<file path="src/verilog/vfd_regs.svh">
// Constants for the display host port: register map, field positions,
// reset values, command codes and timing counts.
// Assumes a 40 MHz core clock; included by the port and the testbench.
`ifndef VFD_REGS_SVH
`define VFD_REGS_SVH

// Local register map (word index on regAddr)
`define VFD_REG_CTRL      2'h0
`define VFD_REG_SYNC      2'h1
`define VFD_REG_STAT      2'h2
`define VFD_REG_ADDR      2'h3

// Field positions
`define VFD_CTRL_SERIAL   0
`define VFD_STAT_BAD      4
`define VFD_FS_IF         4
`define VFD_FS_N          3

// Reset values
`define VFD_SYNC_RST      5'h1F
`define VFD_WIDE_RST      1'b1

// Timing: execution time after a write, and derived cycle count
`define VFD_EXEC_NS       1000
`define VFD_CLK_NS        25
`define VFD_EXEC_CYC      ((`VFD_EXEC_NS + `VFD_CLK_NS - 1) / `VFD_CLK_NS)

// Command decode: mask and pattern pairs
`define VFD_CLR_CODE      8'h01
`define VFD_HOME_MASK     8'hFE
`define VFD_HOME_CODE     8'h02
`define VFD_DC_MASK       8'hF8
`define VFD_DC_CODE       8'h08
`define VFD_FS_MASK       8'hE0
`define VFD_FS_CODE       8'h20
`define VFD_GA_MASK       8'hC0
`define VFD_GA_CODE       8'h40
`define VFD_TA_MASK       8'h80
`define VFD_TA_CODE       8'h80

// Memory geometry
`define VFD_LINE2_ADDR    7'h40
`define VFD_GLYPH_DEPTH   64
`define VFD_TEXT_DEPTH    128
`define VFD_BIT_LAST      3'h7

`endif

</file>
<file path="src/verilog/vfd_pkg.sv">
// Types shared by the display host port and its pin synchroniser.
// Assumes vfd_regs.svh supplies every numeric constant.
package vfd_pkg;

  // Host pins as seen by the core after synchronising
  typedef struct packed {
    logic       e;
    logic       rs;
    logic       rw;
    logic [7:0] db;
    logic       stb;
    logic       sck;
    logic       si;
  } vfd_pins_t;

  // Two synchroniser stages
  typedef struct packed {
    vfd_pins_t stage1;
    vfd_pins_t stage2;
  } vfd_sync_t;

  // Serial frame states
  typedef enum logic [2:0] {
    SER_IDLE,
    SER_START,
    SER_DATA,
    SER_READ,
    SER_SKIP
  } vfd_ser_t;

  // Whole state of the host port
  typedef struct packed {
    logic       serMode;
    logic [4:0] syncVal;
    logic       wide;
    logic       twoLines;
    logic [1:0] bright;
    logic [2:0] dispCtl;
    logic [6:0] addr;
    logic       glyphSel;
    logic [7:0] busyCnt;
    logic       busy;
    logic       nibPhase;
    logic [3:0] hiNib;
    logic       ePrev;
    logic       sckPrev;
    logic       stbPrev;
    vfd_ser_t   ser;
    logic [2:0] bitCnt;
    logic [7:0] shift;
    logic       serRs;
    logic       serRw;
    logic       frameBad;
    logic [7:0] dbOut;
    logic       dbOe;
    logic       sioOut;
    logic       sioOe;
    logic       accStb;
    logic       accRs;
    logic [7:0] accData;
    logic [7:0] regRdata;
  } vfd_state_t;

endpackage

</file>
<file path="src/verilog/vfd_host_port.sv">
// Host port of a character display controller: parallel 8/4-bit and
// strobed serial access to the instruction and data registers.
// Assumes a host bus on slow pins, sampled by a 40 MHz core_clk.
//
// Local design decisions: the strobed register port and the register offsets.
`timescale 1ns/1ps
`include "vfd_regs.svh"

module vfd_host_port import vfd_pkg::*; (
  // Clock, reset, enable
  input  wire logic       core_clk,
  input  wire logic       sys_rst,
  input  wire logic       clkEn,
  // Parallel host pins
  input  wire logic       pinE,
  input  wire logic       pinRs,
  input  wire logic       pinRw,
  input  wire logic [7:0] pinDbIn,
  output logic      [7:0] pinDbOut,
  output logic            pinDbOe,
  // Serial host pins
  input  wire logic       pinStb,
  input  wire logic       pinSck,
  input  wire logic       pinSioIn,
  output logic            pinSioOut,
  output logic            pinSioOe,
  // Local register port
  input  wire logic [1:0] regAddr,
  input  wire logic [7:0] regWdata,
  input  wire logic       regWr,
  input  wire logic       regRd,
  output logic      [7:0] regRdata,
  // Controller side
  output logic            accStb,
  output logic            accRs,
  output logic      [7:0] accData,
  output logic            busyOut,
  output logic            wideBus,
  output logic            twoLines,
  output logic      [1:0] brightness,
  output logic      [2:0] displayCtl,
  output logic            textLine,
  output logic      [5:0] textColumn,
  output logic            glyphSel
);

  ////////////////////////////////////////////////////////////////////////
  // Declarations

  vfd_state_t s;                             // Registered state
  vfd_state_t next_s;                        // Next state
  vfd_pins_t  p;                             // Synchronised pins
  logic [7:0] textRam [`VFD_TEXT_DEPTH];     // Display text memory
  logic [4:0] glyphRam [`VFD_GLYPH_DEPTH];   // Glyph pattern memory
  logic [7:0] ramByte;                       // Memory at current address
  logic       eFall;                         // Enable falling edge
  logic       sckRise;                       // Serial clock rise
  logic       sckFall;                       // Serial clock fall
  logic       stbFall;                       // Strobe falling edge
  logic       doWr;                          // Write access completes
  logic       wrRs;                          // Its register select
  logic [7:0] wrByte;                        // Its byte
  logic       doRd;                          // Read access completes
  logic       rdRs;                          // Its register select
  logic [7:0] rb;                            // Byte offered to a read
  logic [7:0] sb;                            // Serial byte being handled
  logic       syncOk;                        // Start byte field matches

  ////////////////////////////////////////////////////////////////////////
  // Functions

  // Mask and compare a command byte
  function automatic logic cmdMatch(input logic [7:0] b, input logic [7:0] m,
                                    input logic [7:0] c);
    cmdMatch = (b & m) == c;
  endfunction

  // Byte returned by a read: status word or memory contents
  function automatic logic [7:0] readByte(input logic rs, input logic bsy,
                                          input logic [6:0] a,
                                          input logic [7:0] mem);
    readByte = rs ? mem : {bsy, a};
  endfunction

  // Address step after a data access; glyph space wraps at 64
  function automatic logic [6:0] nextAddr(input logic [6:0] a, input logic g);
    nextAddr = g ? {1'b0, a[5:0] + 6'h01} : a + 7'h01;
  endfunction

  ////////////////////////////////////////////////////////////////////////
  // Pin synchroniser

  vfd_sync u_sync (
    .core_clk  (core_clk),
    .sys_rst   (sys_rst),
    .clkEn     (clkEn),
    .asyncPins ({pinE, pinRs, pinRw, pinDbIn, pinStb, pinSck, pinSioIn}),
    .syncPins  (p)
  );

  // Memory read at the address counter
  assign ramByte = s.glyphSel ? {3'h0, glyphRam[s.addr[5:0]]} : textRam[s.addr];

  ////////////////////////////////////////////////////////////////////////
  // Next-state logic

  always_comb begin
    next_s    = s;
    eFall     = s.ePrev & ~p.e;
    sckRise   = ~s.sckPrev & p.sck;
    sckFall   = s.sckPrev & ~p.sck;
    stbFall   = s.stbPrev & ~p.stb;
    doWr      = 1'b0;
    wrRs      = 1'b0;
    wrByte    = 8'h00;
    doRd      = 1'b0;
    rdRs      = 1'b0;
    sb        = 8'h00;
    syncOk    = 1'b0;
    rb        = readByte(p.rs, s.busy, s.addr, ramByte);
    next_s.ePrev    = p.e;
    next_s.sckPrev  = p.sck;
    next_s.stbPrev  = p.stb;
    next_s.accStb   = 1'b0;
    next_s.regRdata = 8'h00;
    // Execution timer runs down
    if (s.busyCnt != 8'h00) begin
      next_s.busyCnt = s.busyCnt - 8'h01;
    end

    // Parallel path: act on the enable fall
    if (!s.serMode) begin
      if (eFall) begin
        if (p.rw) begin
          // Read ends at a byte or at the second nibble
          doRd = s.wide | s.nibPhase;
          rdRs = p.rs;
          if (!s.wide) begin
            next_s.nibPhase = ~s.nibPhase;
          end
        end else if (s.wide) begin
          doWr   = 1'b1;
          wrRs   = p.rs;
          wrByte = p.db;
        end else if (!s.nibPhase) begin
          // First nibble is the high half; lower lines unused
          next_s.hiNib    = p.db[7:4];
          next_s.nibPhase = 1'b1;
        end else begin
          doWr   = 1'b1;
          wrRs   = p.rs;
          wrByte = {s.hiNib, p.db[7:4]};
          next_s.nibPhase = 1'b0;
        end
      end
      // Drive the bus while enable is high on a read
      next_s.dbOe  = p.e & p.rw;
      next_s.dbOut = s.wide ? rb : (s.nibPhase ? {rb[3:0], 4'h0}
                                               : {rb[7:4], 4'h0});
    end else begin
      next_s.dbOe = 1'b0;
    end

    // Serial path
    if (s.serMode) begin
      if (p.stb) begin
        next_s.ser = SER_IDLE;
      end else if (stbFall) begin
        // Fresh frame; any partial byte is dropped
        next_s.ser    = SER_START;
        next_s.bitCnt = 3'h0;
      end else begin
        case (s.ser)
          // Start byte: shift in on rising edges
          SER_START: begin
            if (sckRise) begin
              sb            = {s.shift[6:0], p.si};
              next_s.shift  = sb;
              next_s.bitCnt = s.bitCnt + 3'h1;
              if (s.bitCnt == `VFD_BIT_LAST) begin
                syncOk       = sb[7:3] == s.syncVal;
                next_s.serRw = sb[2];
                next_s.serRs = sb[1];
                if (!syncOk) begin
                  next_s.ser      = SER_SKIP;
                  next_s.frameBad = 1'b1;
                end else begin
                  next_s.ser = sb[2] ? SER_READ : SER_DATA;
                end
              end
            end
          end
          // Data bytes of a write frame
          SER_DATA: begin
            if (sckRise) begin
              sb            = {s.shift[6:0], p.si};
              next_s.shift  = sb;
              next_s.bitCnt = s.bitCnt + 3'h1;
              if (s.bitCnt == `VFD_BIT_LAST) begin
                doWr   = 1'b1;
                wrRs   = s.serRs;
                wrByte = sb;
              end
            end
          end
          // Read frame: one bit out per falling edge, MSB first
          SER_READ: begin
            if (sckFall) begin
              sb = (s.bitCnt == 3'h0) ?
                   readByte(s.serRs, s.busy, s.addr, ramByte) : s.shift;
              next_s.sioOut = sb[7];
              next_s.shift  = {sb[6:0], 1'b0};
              next_s.bitCnt = s.bitCnt + 3'h1;
              if (s.bitCnt == `VFD_BIT_LAST) begin
                doRd = 1'b1;
                rdRs = s.serRs;
              end
            end
          end
          // Idle or rejected: wait for the next strobe fall
          default: begin
            next_s.ser = s.ser;
          end
        endcase
      end
    end else begin
      next_s.ser = SER_IDLE;
    end
    next_s.sioOe = s.serMode & ~p.stb & (next_s.ser == SER_READ);

    // Completed write: hand over and decode commands
    if (doWr) begin
      next_s.accStb  = 1'b1;
      next_s.accRs   = wrRs;
      next_s.accData = wrByte;
      next_s.busyCnt = 8'(`VFD_EXEC_CYC);
      if (wrRs) begin
        next_s.addr = nextAddr(s.addr, s.glyphSel);
      end else if (cmdMatch(wrByte, `VFD_TA_MASK, `VFD_TA_CODE)) begin
        next_s.addr     = wrByte[6:0];
        next_s.glyphSel = 1'b0;
      end else if (cmdMatch(wrByte, `VFD_GA_MASK, `VFD_GA_CODE)) begin
        next_s.addr     = {1'b0, wrByte[5:0]};
        next_s.glyphSel = 1'b1;
      end else if (cmdMatch(wrByte, `VFD_FS_MASK, `VFD_FS_CODE)) begin
        next_s.wide     = wrByte[`VFD_FS_IF];
        next_s.twoLines = wrByte[`VFD_FS_N];
        next_s.bright   = wrByte[1:0];
        next_s.nibPhase = 1'b0;
      end else if (cmdMatch(wrByte, `VFD_DC_MASK, `VFD_DC_CODE)) begin
        next_s.dispCtl = wrByte[2:0];
      end else if (cmdMatch(wrByte, `VFD_HOME_MASK, `VFD_HOME_CODE) ||
                   wrByte == `VFD_CLR_CODE) begin
        next_s.addr     = 7'h00;
        next_s.glyphSel = 1'b0;
      end
    end
    // Data reads step the address counter
    if (doRd && rdRs) begin
      next_s.addr = nextAddr(s.addr, s.glyphSel);
    end
    next_s.busy = next_s.busyCnt != 8'h00;

    // Local register port; a new fault wins over a clear
    if (regWr) begin
      if (regAddr == `VFD_REG_CTRL) begin
        next_s.serMode = regWdata[`VFD_CTRL_SERIAL];
        if (regWdata[`VFD_CTRL_SERIAL] != s.serMode) begin
          next_s.nibPhase = 1'b0;
          next_s.ser      = SER_IDLE;
        end
      end else if (regAddr == `VFD_REG_SYNC) begin
        next_s.syncVal = regWdata[4:0];
      end else if (regAddr == `VFD_REG_STAT) begin
        if (regWdata[`VFD_STAT_BAD] && !(next_s.ser == SER_SKIP && s.ser != SER_SKIP)) begin
          next_s.frameBad = 1'b0;
        end
      end
    end
    if (regRd) begin
      if (regAddr == `VFD_REG_CTRL) begin
        next_s.regRdata = {7'h00, s.serMode};
      end else if (regAddr == `VFD_REG_SYNC) begin
        next_s.regRdata = {3'h0, s.syncVal};
      end else if (regAddr == `VFD_REG_STAT) begin
        next_s.regRdata = {s.busy, s.wide, s.twoLines, s.frameBad,
                           s.nibPhase, s.dispCtl};
      end else begin
        next_s.regRdata = {s.glyphSel, s.addr};
      end
    end
  end

  ////////////////////////////////////////////////////////////////////////
  // State register; frozen while the enable is low

  always_ff @(posedge core_clk or posedge sys_rst) begin
    if (sys_rst) begin
      s         <= '0;
      s.wide    <= `VFD_WIDE_RST;
      s.syncVal <= `VFD_SYNC_RST;
    end else if (clkEn) begin
      s <= next_s;
    end
  end

  // Memories: no reset, contents are host-loaded
  always_ff @(posedge core_clk) begin
    if (clkEn && doWr && wrRs) begin
      if (s.glyphSel) begin
        glyphRam[s.addr[5:0]] <= wrByte[4:0];
      end else begin
        textRam[s.addr] <= wrByte;
      end
    end
  end

  // Outputs straight from the state register
  assign pinDbOut   = s.dbOut;
  assign pinDbOe    = s.dbOe;
  assign pinSioOut  = s.sioOut;
  assign pinSioOe   = s.sioOe;
  assign regRdata   = s.regRdata;
  assign accStb     = s.accStb;
  assign accRs      = s.accRs;
  assign accData    = s.accData;
  assign busyOut    = s.busy;
  assign wideBus    = s.wide;
  assign twoLines   = s.twoLines;
  assign brightness = s.bright;
  assign displayCtl = s.dispCtl;
  assign textLine   = s.addr[6];
  assign textColumn = s.addr[5:0];
  assign glyphSel   = s.glyphSel;
endmodule // vfd_host_port

</file>
<file path="src/verilog/vfd_sync.sv">
// Two-stage synchroniser for every host pin of the display port.
// Assumes pins are asynchronous to core_clk; stage1 feeds stage2 only.
`timescale 1ns/1ps

module vfd_sync import vfd_pkg::*; (
  // Clock and control
  input  wire logic      core_clk,
  input  wire logic      sys_rst,
  input  wire logic      clkEn,
  // Pins in, synchronised pins out
  input  wire vfd_pins_t asyncPins,
  output vfd_pins_t      syncPins
);

  vfd_sync_t s;       // Both stages
  vfd_sync_t next_s;  // Next value

  // Shift pins one stage per edge
  always_comb begin
    next_s.stage1 = asyncPins;
    next_s.stage2 = s.stage1;
  end

  // Register stages; frozen while the enable is low
  always_ff @(posedge core_clk or posedge sys_rst) begin
    if (sys_rst) begin
      s <= '0;
    end else if (clkEn) begin
      s <= next_s;
    end
  end

  assign syncPins = s.stage2;

endmodule // vfd_sync

</file>
<file path="config.mk">
export PLATFORM = sky130hd
export DESIGN_NAME = vfd_host_port
export DESIGN_NICKNAME = d
export VERILOG_FILES = /design/src/verilog/vfd_pkg.sv /design/src/verilog/vfd_host_port.sv /design/src/verilog/vfd_sync.sv
export VERILOG_INCLUDE_DIRS = /design/src /design/src/verilog
export SDC_FILE = /design/constraint.sdc
export NUM_CORES = 2
export LEC_CHECK = 0
export BUFFER_PORTS_ARGS = -buffer_cell sky130_fd_sc_hd__buf_2
export CAP_MARGIN = 20
export CORE_UTILIZATION = 40
export CTS_CLUSTER_SIZE = 16
export DETAILED_ROUTE_END_ITERATION = 7
export HOLD_SLACK_MARGIN = 0.06
export SYNTH_ARGS = -nofsm -noshare
export SYNTH_HDL_FRONTEND = slang
export SYNTH_SLANG_ARGS = --single-unit
</file>
<file path="constraint.sdc">
create_clock -name core_clk -period 5.8 [get_ports core_clk]
set_clock_uncertainty 0.05 [all_clocks]
set_input_delay 0.58 -clock core_clk [delete_from_list [all_inputs] [get_ports core_clk]]
set_output_delay 0.58 -clock core_clk [all_outputs]
set_load 0.01 [all_outputs]
</file>
==> metrics.md <==
| Metric | Value |
|---|---|
| Min Tclk post-route | 5.051 ns |
| Yosys warnings | 0 |
| Final hold violation count | 0 |
| Post-synthesis sequential area ratio | 73.79% |
| Tcrit/Tclk final | 87.09% |
| Clock tree root buffer cell | clkbuf_16 |
| Number of fill cells in the layout | 12.40k |
| CP startpoint kind | register |
| Layout net count | 3767 |
| H-tree Lvls | 4 |
| Initial core utilization | 40.50% |
| CTS Buf Count | 153 |
| I/O Pins | 74 |
| Final instance area | 65980 um2 |
| Worst vdd ir | 0.3391 mV |
| Async S/R FF share, synth | 7.629% |
| P&R area growth vs syn | 12.85% |
| DP Wirelength | 109100 um |
| Most common cell after layout, fill and taps aside | edfxtp_1 |
| Syn nets | 3644 |
| GP Congestion | 0.8676 |
| Vias per cell | 6.140 |
| Final setup violation count | 0 |
| CTS tree | done |
| Synthesis-stage register bit count | 1455 |
| Clock Path Buffers | 3 |
| First-pass GRT wire length | 251100 um |
| Max-slew headroom | 24.10% |
| Initial antenna violation count | 1 |
| Tightest Pin Transition | 1.138 ns |
| Syn Inst Count | 3608 |
| Largest net degree at the start of global routing | 128 |
| HP Class | in -> reg |
| Crit Path Max Fanout | 17 |
| Worst-path clk slew | 0.06 ns |
| Rows | 139 |
| Worst skew pair latency | 0.80 ns |
| Final TNS setup | 0 ns |
| Status | finished, final reports clean |
| DRT iter0 DRCs | 4646 |
| CP required | 6.15 ns |
| Dpl cell area | 61170 um2 |
| Port bufs | 70 |
| Core Area | 144400 um2 |
| Area of the multi-input gates | 13830 um2 |
| Hold Path Depth | 3 |
| R2r worst-path depth | 8 |
| Max-slew violation count | 0 |
| DR pass1 iterations | 6 |
| Mapped Area | 58470 um2 |
| Number of global-route vias before repair | 34.13k |
| Fmax | 0.1980 GHz |
| Layout cells sized above 1 | 18.35% |
| DIE WIDTH | 384.3 um |
| Clock Sink Count | 1455 |
| Gr ovfl total | 0 |
| Die area | 147700 um2 |
| Final core utilization | 45.71% |
| Max capacitance violation total | 0 |
| Type of the worst setup path | reg -> reg |
| Most frequent cells in the layout | edfxtp_1, nor2_1, a221oi_1 |
| Number of enable flip-flop cells after synthesis | 1344 |
| Final wirelength | 177500 um |
| RSZ-0062 raised after global routing | no |
| Crit path arrival time | 5.40 ns |
| Gr usage total | 23.73% |
| Crit. End Element | register |
| LEAKAGE | 20.55 nW |
| Top FF cell, synth | edfxtp_1 |
| Avg Inst Size Synth | 16.21 um2 |
| Unique masters post-synth | 86 |
| Power Density | 327.2 nW/um2 |
| Origin of the worst min-delay path | regAddr[1] |
| Antenna-violating nets left | 0 |
| Register area | 43160 um2 |
| Wire per inst | 30.90 um |
| Setup crit start | s[46] |
| Vias | 35.28k |
| Die height | 384.3 um |
| DRC violations left | 0 |
| R2R Path Start | s[46] |
## worst paths after layout
path,endpoint,slack [ns]
setup / recovery,textRam[94][1],0.75
hold / removal,regRdata[6],0.18
setup reg to reg,textRam[94][1],0.75
hold reg to reg,regRdata[7],0.44
max in group asynchronous,regRdata[2],4.02
min in group asynchronous,accData[2],0.35
## power breakdown
| part | switching [W] | internal [W] | total, W |
|---|---|---|---|
| sequential | 0.000124 | 0.0115 | 0.0116 |
| clock | 0.00406 | 0.00506 | 0.00913 |
| combinational | 0.000566 | 0.000278 | 0.000844 |
## metrics by stage
step,std cells,power (W),setup WS (ns),hold slack (ns)
finish,5746,0.02159,0.7487,0.1818
global placement,5457,0.01263,0.9567,0.4177
floorplan,3608,0.01231,1.180,0.3991
global route,5745,0.02211,0.6478,0.1755
CTS,5744,0.02166,0.8425,0.1403
detailed placement,5457,0.01265,0.8792,0.4237
## area by class of cell
type | count | share of cell area (%)
sequential | 1455 | 65.41
multi-input combinational | 1848 | 20.95
timing repair buffer | 247 | 2.867
antenna | 1 | 0.003792
inverter | 26 | 0.1972
clock inverter | 71 | 0.7888
clock buffer | 195 | 6.168
tap | 1903 | 3.609
## cells by family after synthesis
| kind of cell | Yosys count | synth area share, % |
|---|---|---|
| fa+ha+maj | 7 | 0.1498 |
| buf+inv | 305 | 2.765 |
| flops | 1455 | 73.79 |
| xor+xnor | 8 | 0.1198 |
| mux | 397 | 8.117 |
| simple gates | 618 | 4.779 |
| compound gates | 818 | 10.28 |
## layer usage
metal	vias up	global-route usage (%)	share of wire [%]	routed length [um]
li1	14730	-	-	-
met4	0	9.296	3.8	6787
met3	377	5.505	9.9	17620
met1	18150	32.53	41	71930
met5	-	0	0	0
met2	2021	36.57	46	81190
## synth_stat cells (all sizes together), types with 12 or more instances
cell type  instances  area, um2
o21ai            121      605.6
nand4             15      93.84
a22o              20      175.2
nor2b             15      93.84
a221o             28      280.3
o2bb2ai           18      163.9
mux2             177       1993
edfxtp          1344      40360
mux4              44      991.0
dfrtp            105       2628
nand3             35      175.2
a211oi            12      90.09
mux2i            176       1762
a22oi            106      795.8
o22ai             21      131.4
inv               24      90.08
nand2b            20      125.1
a21oi            126      630.6
nor2             310       1171
nor3              20      116.4
a31oi             21      131.4
o211ai            26      195.2
a221oi           196       1717
o221ai            42      367.9
nand2            142      535.5
clkbuf           101      379.1
buf              178       1140
## critical path, stage by stage, from the launching register on
cell     delay, ns
dfrtp_1       0.42
nor3b_1       0.56
and4_1        0.66
or2_2         0.29
nand2_2       0.27
nor3_4        0.60
nand2_1       0.64
buf_4         0.42
nor2_1        0.73
## flip-flops by register name (all words and copies together) (netlist names), 2 cells and up
signal	cells
brightness	2
u_sync.syncPins	14
accData	8
s	38
glyphRam	320
u_sync.next_s	14
textColumn	6
regRdata	8
displayCtl	3
pinDbOut	8
textRam	1024
## what timing repair did
item / in CTS / in global routing
hold buffers: 21 / 0
buffers inserted: 0 / 0
resized for setup: 0 / 0
hold endpoints to repair: 63 / 0
Note: power is estimated with default switching activity, not from simulation.
